File: src/hw/scsf_pkg.sv
// Constants, register map and state types for the smart card status flags block
//
// Operation
// - A parity mismatch on a received character sets the parity fault flag at status bit 3.
// - A character with a parity fault is still loaded into the receive data holder but does not set the receive-full flag.
// - While the parity fault flag is 1 no further reception is started or accepted.
// - In clocked synchronous operation a set parity fault flag also halts further transmission.
// - The parity fault flag clears only on a write of 0 that follows a read returning 1.
// - Clearing the receive enable bit leaves the parity fault flag as it was.
// - The transmit done flag at status bit 2 resets to 1 and is set while transmit enable and error signal seen are both 0.
// - With no error signal and an empty transmit holder, transmit done sets 2.5, 1.5 or 1.0 etu after transmit start; in card mode only, else at frame end.
// - The transmit done flag clears on a write of 0 that follows a read returning 1.
// - The transmit done flag also clears when a transfer controller writes the next character into the transmit holder.
// - The received multiprocessor bit at status bit 1 is read-only, resets to 0 and has no function here.
// - For clearable flags only a written 0 has effect, used to clear; a written 1 leaves the flag unchanged.
// - Error signal seen is set when a low error signal from the card is sampled in the guard period.
// - The card mode select bit picks smart card operation when 1 and normal operation when 0.
package scsf_pkg;

	// ----------------------------------------------------------------
	// Register byte addresses
	// ----------------------------------------------------------------
	localparam logic [7:0] ADDR_STATUS  = 8'h00;
	localparam logic [7:0] ADDR_CONTROL = 8'h04;
	localparam logic [7:0] ADDR_IRQSTAT = 8'h08;
	localparam logic [7:0] ADDR_IRQMASK = 8'h0c;
	localparam logic [7:0] ADDR_RXDATA  = 8'h10;

	// ----------------------------------------------------------------
	// Status register fields
	// ----------------------------------------------------------------
	localparam int ST_MP_TX   = 0;
	localparam int ST_MP_RX   = 1;
	localparam int ST_TX_DONE = 2;
	localparam int ST_PARITY  = 3;
	localparam int ST_ERR_SIG = 4;

	// ----------------------------------------------------------------
	// Control register fields and reset value
	// ----------------------------------------------------------------
	localparam int CT_CARD_MODE = 0;
	localparam int CT_TX_EN     = 1;
	localparam int CT_RX_EN     = 2;
	localparam int CT_GUARD     = 3;
	localparam int CT_BLOCK     = 4;
	localparam int CT_WIDTH     = 5;
	localparam logic [4:0] CT_RESET = 5'h00;

	// ----------------------------------------------------------------
	// Interrupt status and mask fields
	// ----------------------------------------------------------------
	localparam int IRQ_PARITY  = 0;
	localparam int IRQ_TX_DONE = 1;
	localparam int IRQ_ERR_SIG = 2;
	localparam int IRQ_WIDTH   = 3;
	localparam logic [2:0] IRQ_RESET = 3'h0;

	// ----------------------------------------------------------------
	// Transmit done delay in half-etu ticks
	// ----------------------------------------------------------------
	localparam logic [2:0] HALF_ETU_NORMAL = 3'h5;	// 2.5 etu
	localparam logic [2:0] HALF_ETU_BLOCK  = 3'h3;	// 1.5 etu
	localparam logic [2:0] HALF_ETU_GUARD  = 3'h2;	// 1.0 etu

	// ----------------------------------------------------------------
	// Reset values of data and flags
	// ----------------------------------------------------------------
	localparam logic       TX_DONE_RESET = 1'b1;
	localparam logic       FLAG_RESET    = 1'b0;
	localparam logic [7:0] RXDATA_RESET  = 8'h00;
	localparam logic [31:0] RDATA_ZERO   = 32'h0000_0000;

	// ----------------------------------------------------------------
	// State structs
	// ----------------------------------------------------------------
	typedef struct packed {
		logic flag;
		logic armed;
	} scsf_flag_t;

	typedef struct packed {
		logic [2:0] count;
		logic       busy;
		logic       expire;
	} scsf_timer_t;

	typedef struct packed {
		logic [7:0]  rxData;
		logic [4:0]  ctrl;
		logic        mpTx;
		logic [2:0]  irqStat;
		logic [2:0]  irqMask;
		logic        irq;
		logic        pready;
		logic        pslverr;
		logic [31:0] prdata;
		logic        rxLoad;
		logic        rxSetFull;
		logic        txHalt;
	} scsf_top_t;

endpackage

File: src/hw/scsf_clear_flag.sv
// Status flag that software clears by reading 1 and then writing 0
`timescale 1ns/1ps
module scsf_clear_flag import scsf_pkg::*; #(
	parameter logic RESET_VAL = 1'b0
) (
	// Clock and reset
	input  wire logic clk,
	input  wire logic rstn,
	// Hardware set and extra clear
	input  wire logic setIn,
	input  wire logic hwClear,
	// Bus side
	input  wire logic readSeen,
	input  wire logic writeZero,
	// Flag value
	output logic      flagOut
);

	scsf_flag_t state_reg;
	scsf_flag_t state_next;

	// Arming remembers a read of 1, so a blind write of 0 cannot clear an unseen event
	always_comb begin
		state_next = state_reg;
		if (readSeen && state_reg.flag) begin
			state_next.armed = 1'b1;
		end
		if ((writeZero && state_reg.armed) || hwClear) begin
			state_next.flag  = 1'b0;
			state_next.armed = 1'b0;
		end
		// Set wins over a clear in the same cycle
		if (setIn) begin
			state_next.flag = 1'b1;
		end
	end

	// State register
	always_ff @(posedge clk or negedge rstn) begin
		if (!rstn) begin
			state_reg <= '{flag: RESET_VAL, armed: 1'b0};
		end else begin
			state_reg <= state_next;
		end
	end

	assign flagOut = state_reg.flag;

endmodule // scsf_clear_flag

File: src/hw/scsf_etu_timer.sv
// Half-etu down counter that pulses once when the loaded delay runs out
`timescale 1ns/1ps
module scsf_etu_timer import scsf_pkg::*; (
	// Clock and reset
	input  wire logic       clk,
	input  wire logic       rstn,
	// Control
	input  wire logic       load,
	input  wire logic [2:0] loadCount,
	input  wire logic       halfTick,
	// Result
	output logic            expire
);

	scsf_timer_t state_reg;
	scsf_timer_t state_next;

	always_comb begin
		state_next        = state_reg;
		state_next.expire = 1'b0;
		if (load) begin
			state_next.count = loadCount;
			state_next.busy  = 1'b1;
		end else if (state_reg.busy && halfTick) begin
			if (state_reg.count == 3'h1) begin
				state_next.busy   = 1'b0;
				state_next.expire = 1'b1;
			end else begin
				state_next.count = state_reg.count - 3'h1;
			end
		end
	end

	// State register
	always_ff @(posedge clk or negedge rstn) begin
		if (!rstn) begin
			state_reg <= '{count: 3'h0, busy: 1'b0, expire: 1'b0};
		end else begin
			state_reg <= state_next;
		end
	end

	assign expire = state_reg.expire;

endmodule // scsf_etu_timer

File: src/hw/scsf_status_flags.sv
// Smart card status flags with APB register access and interrupt
//
// Added by the designer: the APB register port and the register addresses.
`timescale 1ns/1ps
module scsf_status_flags import scsf_pkg::*; (
	// Clock and reset
	input  wire logic        clk,
	input  wire logic        rstn,
	// APB slave
	input  wire logic        psel,
	input  wire logic        penable,
	input  wire logic        pwrite,
	input  wire logic [7:0]  paddr,
	input  wire logic [31:0] pwdata,
	output logic [31:0]      prdata,
	output logic             pready,
	output logic             pslverr,
	// Receive engine
	input  wire logic        rxCharDone,
	input  wire logic [7:0]  rxChar,
	input  wire logic        rxParityOk,
	output logic             rxLoad,
	output logic             rxSetFull,
	output logic             rxHold,
	// Transmit engine
	input  wire logic        syncMode,
	input  wire logic        txStart,
	input  wire logic        txFrameEnd,
	input  wire logic        txHolderEmpty,
	input  wire logic        dmaTxWrite,
	output logic             txHalt,
	output logic             txDone,
	// Baud generator and card line
	input  wire logic        halfEtuTick,
	input  wire logic        errSample,
	input  wire logic        errLineIn,
	// Mode and interrupt
	output logic             cardMode,
	output logic             irq
);

	// ----------------------------------------------------------------
	// State and bus decode
	// ----------------------------------------------------------------
	scsf_top_t state_reg;
	scsf_top_t state_next;

	logic       accessDone;
	logic       wrDone;
	logic       rdDone;
	logic       statusWr;
	logic       statusRd;
	logic       parityFlag;
	logic       txDoneFlag;
	logic       errSeenFlag;
	logic       paritySet;
	logic       errSet;
	logic       txDoneSet;
	logic       txDoneTimed;
	logic       timerExpire;
	logic       timerLoad;
	logic [2:0] timerCount;
	logic       rxAccept;
	logic [2:0] irqEvents;

	// A transfer completes at the edge where the access phase sees pready
	assign accessDone = psel && penable && state_reg.pready;
	assign wrDone     = accessDone && pwrite;
	assign rdDone     = accessDone && !pwrite;
	assign statusWr   = wrDone && (paddr == ADDR_STATUS);
	assign statusRd   = rdDone && (paddr == ADDR_STATUS);

	// ----------------------------------------------------------------
	// Flag set conditions
	// ----------------------------------------------------------------
	// refuse reception
	assign rxAccept  = rxCharDone && !parityFlag;
	assign paritySet = rxAccept && !rxParityOk;
	assign errSet    = errSample && !errLineIn && state_reg.ctrl[CT_CARD_MODE];

	assign timerLoad  = txStart && state_reg.ctrl[CT_CARD_MODE];
	assign timerCount = state_reg.ctrl[CT_GUARD] ? HALF_ETU_GUARD :
		(state_reg.ctrl[CT_BLOCK] ? HALF_ETU_BLOCK : HALF_ETU_NORMAL);

	// Outside card mode the guard timing does not apply; frame end from the shifter sets it
	assign txDoneTimed = (timerExpire && state_reg.ctrl[CT_CARD_MODE] && !errSeenFlag && txHolderEmpty)
		|| (txFrameEnd && !state_reg.ctrl[CT_CARD_MODE] && txHolderEmpty);
	assign txDoneSet = (!state_reg.ctrl[CT_TX_EN] && !errSeenFlag) || txDoneTimed;

	assign irqEvents = {errSet, txDoneTimed, paritySet};

	// ----------------------------------------------------------------
	// Flags and etu timer
	// ----------------------------------------------------------------
	// only zero clears
	scsf_clear_flag #(
		.RESET_VAL (FLAG_RESET)
	) u_parity_flag (
		.clk       (clk),
		.rstn      (rstn),
		.setIn     (paritySet),
		.hwClear   (1'b0),
		.readSeen  (statusRd),
		.writeZero (statusWr && !pwdata[ST_PARITY]),
		.flagOut   (parityFlag)
	);

	scsf_clear_flag #(
		.RESET_VAL (TX_DONE_RESET)
	) u_tx_done_flag (
		.clk       (clk),
		.rstn      (rstn),
		.setIn     (txDoneSet),
		.hwClear   (dmaTxWrite),
		.readSeen  (statusRd),
		.writeZero (statusWr && !pwdata[ST_TX_DONE]),
		.flagOut   (txDoneFlag)
	);

	// Error signal seen, cleared the same way
	scsf_clear_flag #(
		.RESET_VAL (FLAG_RESET)
	) u_err_seen_flag (
		.clk       (clk),
		.rstn      (rstn),
		.setIn     (errSet),
		.hwClear   (1'b0),
		.readSeen  (statusRd),
		.writeZero (statusWr && !pwdata[ST_ERR_SIG]),
		.flagOut   (errSeenFlag)
	);

	// Delay from transmit start to transmit done
	scsf_etu_timer u_etu_timer (
		.clk       (clk),
		.rstn      (rstn),
		.load      (timerLoad),
		.loadCount (timerCount),
		.halfTick  (halfEtuTick),
		.expire    (timerExpire)
	);

	// ----------------------------------------------------------------
	// Next state
	// ----------------------------------------------------------------
	always_comb begin
		state_next           = state_reg;
		state_next.rxLoad    = 1'b0;
		state_next.rxSetFull = 1'b0;

		if (rxAccept) begin
			state_next.rxData    = rxChar;
			state_next.rxLoad    = 1'b1;
			state_next.rxSetFull = rxParityOk;
		end

		state_next.txHalt = syncMode && (parityFlag || paritySet);

		// Register writes at the completing edge
		if (wrDone) begin
			unique case (paddr)
				ADDR_STATUS: begin
					state_next.mpTx = pwdata[ST_MP_TX];
				end
				ADDR_CONTROL: begin
					state_next.ctrl = pwdata[CT_WIDTH-1:0];
				end
				ADDR_IRQMASK: begin
					state_next.irqMask = pwdata[IRQ_WIDTH-1:0];
				end
				ADDR_IRQSTAT: begin
					state_next.irqStat = state_reg.irqStat & ~pwdata[IRQ_WIDTH-1:0];
				end
				default: begin
					state_next.ctrl = state_reg.ctrl;
				end
			endcase
		end

		// Events win over a write-one clear in the same cycle
		state_next.irqStat = state_next.irqStat | irqEvents;
		state_next.irq     = |(state_next.irqStat & state_next.irqMask);

		// Answer one cycle after setup; ready drops after the access edge
		state_next.pready  = 1'b0;
		state_next.pslverr = 1'b0;
		state_next.prdata  = RDATA_ZERO;
		if (psel && !penable) begin
			state_next.pready = 1'b1;
			unique case (paddr)
				ADDR_STATUS: begin
					state_next.prdata[ST_MP_RX]   = 1'b0;
					state_next.prdata[ST_MP_TX]   = state_reg.mpTx;
					state_next.prdata[ST_TX_DONE] = txDoneFlag;
					state_next.prdata[ST_PARITY]  = parityFlag;
					state_next.prdata[ST_ERR_SIG] = errSeenFlag;
				end
				ADDR_CONTROL: begin
					state_next.prdata[CT_WIDTH-1:0] = state_reg.ctrl;
				end
				ADDR_IRQSTAT: begin
					state_next.prdata[IRQ_WIDTH-1:0] = state_reg.irqStat;
				end
				ADDR_IRQMASK: begin
					state_next.prdata[IRQ_WIDTH-1:0] = state_reg.irqMask;
				end
				ADDR_RXDATA: begin
					state_next.prdata[7:0] = state_reg.rxData;
				end
				default: begin
					state_next.pslverr = 1'b1;
				end
			endcase
		end
	end

	// ----------------------------------------------------------------
	// State register
	// ----------------------------------------------------------------
	always_ff @(posedge clk or negedge rstn) begin
		if (!rstn) begin
			state_reg <= '{
				rxData:    RXDATA_RESET,
				ctrl:      CT_RESET,
				mpTx:      1'b0,
				irqStat:   IRQ_RESET,
				irqMask:   IRQ_RESET,
				irq:       1'b0,
				pready:    1'b0,
				pslverr:   1'b0,
				prdata:    RDATA_ZERO,
				rxLoad:    1'b0,
				rxSetFull: 1'b0,
				txHalt:    1'b0
			};
		end else begin
			state_reg <= state_next;
		end
	end

	// ----------------------------------------------------------------
	// Outputs, all from flip-flops
	// ----------------------------------------------------------------
	assign prdata    = state_reg.prdata;
	assign pready    = state_reg.pready;
	assign pslverr   = state_reg.pslverr;
	assign rxLoad    = state_reg.rxLoad;
	assign rxSetFull = state_reg.rxSetFull;
	assign txHalt    = state_reg.txHalt;
	assign cardMode  = state_reg.ctrl[CT_CARD_MODE];
	assign irq       = state_reg.irq;
	// Hold reception while parity fault stands
	assign rxHold    = parityFlag;
	assign txDone    = txDoneFlag;

endmodule // scsf_status_flags

File: config.mk
export PLATFORM = sky130hd
export DESIGN_NAME = scsf_status_flags
export DESIGN_NICKNAME = d
export VERILOG_FILES = /design/src/hw/scsf_pkg.sv /design/src/hw/scsf_clear_flag.sv /design/src/hw/scsf_etu_timer.sv /design/src/hw/scsf_status_flags.sv
export SDC_FILE = /design/constraint.sdc
export NUM_CORES = 1
export LEC_CHECK = 0
export ABC_CLOCK_PERIOD_IN_PS = 1800
export BUFFER_PORTS_ARGS = -buffer_cell sky130_fd_sc_hd__buf_2
export CORE_UTILIZATION = 25
export CTS_CLUSTER_SIZE = 24
export DETAILED_ROUTE_END_ITERATION = 10
export SYNTH_ARGS = -nofsm -noshare
export SYNTH_HDL_FRONTEND = slang
export SYNTH_SLANG_ARGS = --single-unit
File: constraint.sdc
create_clock -name clk -period 1.8 [get_ports clk]
set_input_delay 0.27 -clock clk [delete_from_list [all_inputs] [get_ports clk]]
set_output_delay 0.27 -clock clk [all_outputs]
set_load 0.01 [all_outputs]
Word level (Yosys, flattened, before mapping)
Index checks and enable logic that the tools add are counted.
Widths: inputs -> output; s select.
{ "op_classes": {"n_lt_le_gt_ge": 0, "n_bitwise": 4, "n_eq_ne": 6, "n_reduce_logical": 59, "shifts": 0, "muxes": 26, "div_mod_pow": 0, "n_addsub": 1, "multipliers": 0} }
{ "op_table": {"columns": ["op", "count"], "rows": [
  ["$logic_and 1x1->1", 29],
  ["$mux 3", 6],
  ["$eq 8x4->1 const B", 2],
  ["$reduce_bool 2->1", 8],
  ["$pmux 3 s5", 1],
  ["$mux 2", 6],
  ["$logic_not 1->1", 11],
  ["$eq 8x3->1 const B", 1],
  ["$eq 8x5->1 const B", 1],
  ["$logic_not 8->1", 1],
  ["$mux 1", 8],
  ["$mux 8", 1],
  ["$reduce_and 2->1", 4],
  ["$and 3x3->3", 2],
  ["$mux 6", 1],
  ["$pmux 2 s3", 1],
  ["$mux 5", 1],
  ["$reduce_or 5->1", 1],
  ["$logic_or 1x1->1", 4],
  ["$mux 4", 1],
  ["$eq 3x1->1 const B", 1],
  ["$not 3->3", 1],
  ["$or 3x3->3", 1],
  ["$reduce_or 3->1", 1],
  ["other kinds (2)", 2]
]} }
{ "word_totals": {"ff_bits": 45, "elab_cells": 117, "romBits": 0, "in_bits": 63, "memories": 0, "output_inout_bits": 41, "ram_bits": 0, "latch_bits": 0} }

Logic depth before layout (Yosys ltp)
{ "depth": {"ltp_word": 9, "mapped_depth": 7} }

Modules after synthesis
A second synthesis with hierarchy kept.
{ "hier_totals": {"cells_unflattened": 213, "hier_area_um2": 2348.5} }
{ "by_module_without_submodules": {"columns": ["mod", "n_inst", "cells_per_inst", "area_per_inst_um2"], "rows": [
  ["scsf_status_flags", 1, 161, 1818.0],
  ["scsf_etu_timer", 1, 28, 274.0],
  ["scsf_clear_flag (u_err_seen_flag ...)", 2, 8, 85.1],
  ["scsf_clear_flag (u_tx_done_flag)", 1, 8, 86.3]
]} }

Worst setup path after synthesis
No wires, ideal clock.
{ "synth_path": {"kind": "input to register", "from": "input port paddr[1]", "to": "register state_reg, in the netlist irq", "path_stages": 6, "setup_slack_ns": -0.434, "t_required_ns": 1.674, "setup_time_ns": 0.126, "arrival_ns": 2.108, "path_cell_list": "or4_1 buf_2 or4_4 mux2_4 o21a_1 a221o_1"} }
{ "synth_lines": {"columns": ["item", "line", "rtl"], "rows": [
  ["start: declaration", "scsf_status_flags.sv:13", "input wire logic [7:0] paddr,"],
  ["end signal: assignment", "scsf_status_flags.sv:222", "state_reg <= '{"],
  ["end signal: assignment", "scsf_status_flags.sv:237", "state_reg <= state_next;"],
  ["end: declaration", "scsf_status_flags.sv:45", "scsf_top_t state_reg;"]
]} }

==> qor.txt <==
synth cell count leaders = 44 x dfrtp_1, 32 x buf_4, 19 x mux2_2, 13 x o21ai_0, 12 x nor2_1
area grow syn2layout = 21.7%
Detail Placement HPWL = 3890 um
worst reg2reg endpoint = irq$_DFF_PN0_
post-route insts no fill = 381
Startpoint Class = primary input
crit path max fanout = 4
Row Count = 34
worst path required time = 1.98 ns
failing checks = setup timing
top_reg_cell synth = dfrtp_1
I/O Pins = 104
GR Util met3 = 2.96%
number of flops mapped to enable cells by yosys = 0
WL final = 4920 um
dpl cells = 372
aggregate global routing overflow = 0
Pleak = 1.34 nW
GR Layer Usage met1 = 14.5%
Setup CP Type = primary input to register
Seq cells post-synth = 45
Final #Nets = 337
Root Driver = clkbuf_8
Setup crit end kind = register
Worst Hold Launch = dmaTxWrite
Ys Warns = 0
Total Routing Usage GR = 10.8%
Fillers = 912
Hold Path End = u_tx_done_flag.state_reg[0]$_DFFE_PN0P_
Synth area leaders = dfrtp_1 49%, buf_4 11%, mux2_2 9.5%
Routability Congestion = 0.759
Core Area = 8720 um2
DRC Markers = 0
CTS tree = built
# port buffers = 52
Die ar. = 9420 um2
Initial DRC Count = 44
Die H = 97.0 um
Post-CTS Setup Bufs = 0
synthesized area per cell = 11.0 um2
asr flop ratio synth = 100%
1st-pass router iterations = 4
Clock Path Buffers = 2
clock sink count = 45
number of diodes = 0
worst skew pair latency = 0.29 ns
final hold violation count = 0
reg2reg setup slack = -0.07 ns
WL/cell = 12.9 um
initial antenna violation count = 0
WP data arrival = 2.07 ns
vias = 1638
# setup viols final = 1
status = complete, but fails checks
Initial Utilization = 25.9%
Mapped Area = 2260 um2
pwr dens = 817 nW/um2
final slew viol count = 0
htree depth = 2
vias in the first global route = 1640
met2 Usage GRT = 17.4%
first-pass GRT wire length = 8050 um
die width = 97.0 um
period utilization = 105%
Hold Path Class = primary input to register
most frequent cell after synthesis = dfrtp_1
worst hold stages = 2
post-synthesis cell count = 205
post-route cell area = 2750 um2
Top Usage Layer GRT = met2
Yosys cell types = 44
Yosys top cell area share = 48.8%
clock-pin slew on the worst setup and hold paths = 0.08 ns
RSZ-0062 raised after global routing = yes
Final ANT Viol Nets = 0
R2R Path Start = pready$_DFF_PN0_
final hold slack = 0.135 ns
largest net degree at the start of global routing = 29
R2R depth = 5
routed vias/inst = 4.30
layout cells sized above 1 = 38.8%
minimum clock period = 1.89 ns
area leader, netlist = dfrtp_1
final worst setup slack = -0.0881 ns
maxcap violations = 0
pre-CTS WS = -0.443 ns
sequential share of the synthesized area = 49.9%
total CTS buffers = 5
Post-DP Area = 2650 um2
Max Fclk = 530 MHz
VDD IR max = 303 uV
max reg flops = 19
Setup Skew = 0.0106 ns
[worst max-delay path, cell delays in order]
cell	delay, ns
buf_2	0.09
or4_4	0.54
or4_4	0.47
mux2_4	0.32
o21a_1	0.10
a221o_1	0.26
[layout make-up]
class	count	area [um2]	share of cell area [%]
Sequential cell	45	1130	41.0
Multi-Input combinational cell	142	948	34.5
Timing Repair Buffer	72	425	15.5
Tap cell	108	135	4.92
Clock buffer	6	72.6	2.64
Inverter	6	22.5	0.820
Clock inverter	2	16.3	0.592
[power by group]
| part | switching, mW | leakage (nW) | internal [mW] |
|---|---|---|---|
| clock network | 0.339 | 0.0414 | 0.276 |
| logic | 0.196 | 0.718 | 0.205 |
| registers | 0.0747 | 0.583 | 1.15 |
| total | 0.610 | 1.34 | 1.63 |
[through the flow]
step                      util [%]  total power, mW  setup TNS, ns
after floorplan                  -             1.52          -2.51
after global placement        30.3             1.63          -2.93
after detailed placement      30.3             1.65          -3.14
after CTS                     31.5             2.28        -0.0857
after global routing          31.5             2.40         -0.176
final                         31.5             2.24        -0.0881
[what timing repair did]
action,4_1_cts,5_1_grt
resized for setup,1,0
pin swaps,2,0
endpoints found under the setup margin,6,6
hold endpoints to repair,17,0
hold buffers,1,0
[layer usage]
layer / wire length [um] / part of all wire (%) / vias up
met2: 2260 / 46 / 55
met3: 253 / 5.1 / 2
met1: 2400 / 49 / 785
li1: - / - / 796
met4: 13 / 0.26 / 0
met5: 0 / 0 / -
[how the worst max path moves through the flow]
stage / startpoint / endpoint / slack [ns]
2_1_floorplan: paddr[1] / irq$_DFF_PN0_ / -0.33
3_3_place_gp: paddr[4] / irq$_DFF_PN0_ / -0.38
3_5_place_dp: paddr[4] / irq$_DFF_PN0_ / -0.44
4_1_cts: pready$_DFF_PN0_ / irq$_DFF_PN0_ / -0.09
5_1_grt: pready$_DFF_PN0_ / irq$_DFF_PN0_ / -0.10
6_report: paddr[1] / irq$_DFF_PN0_ / -0.09
[placed cells by master, fill, tap and decap left out, types with 5 or more instances in the layout]
master and count:
o21ai_0 13, buf_2 52, inv_1 6, mux2_2 19, clkbuf_8 5, nor2_1 12
conb_1 24, nand2_1 11, dfrtp_1 44, a21oi_1 5, buf_4 18
[kinds of logic after synthesis]
kind of cell / after synthesis / share of synthesized area (%)
simple gates: 60 / 15.3
flops: 45 / 49.9
buf+inv: 41 / 12.2
compound gates: 31 / 8.75
mux: 24 / 12.1
fa+ha+maj: 2 / 1.11
other cells: 1 / 0.166
xor+xnor: 1 / 0.388
Power figures use the tool's default switching activity.
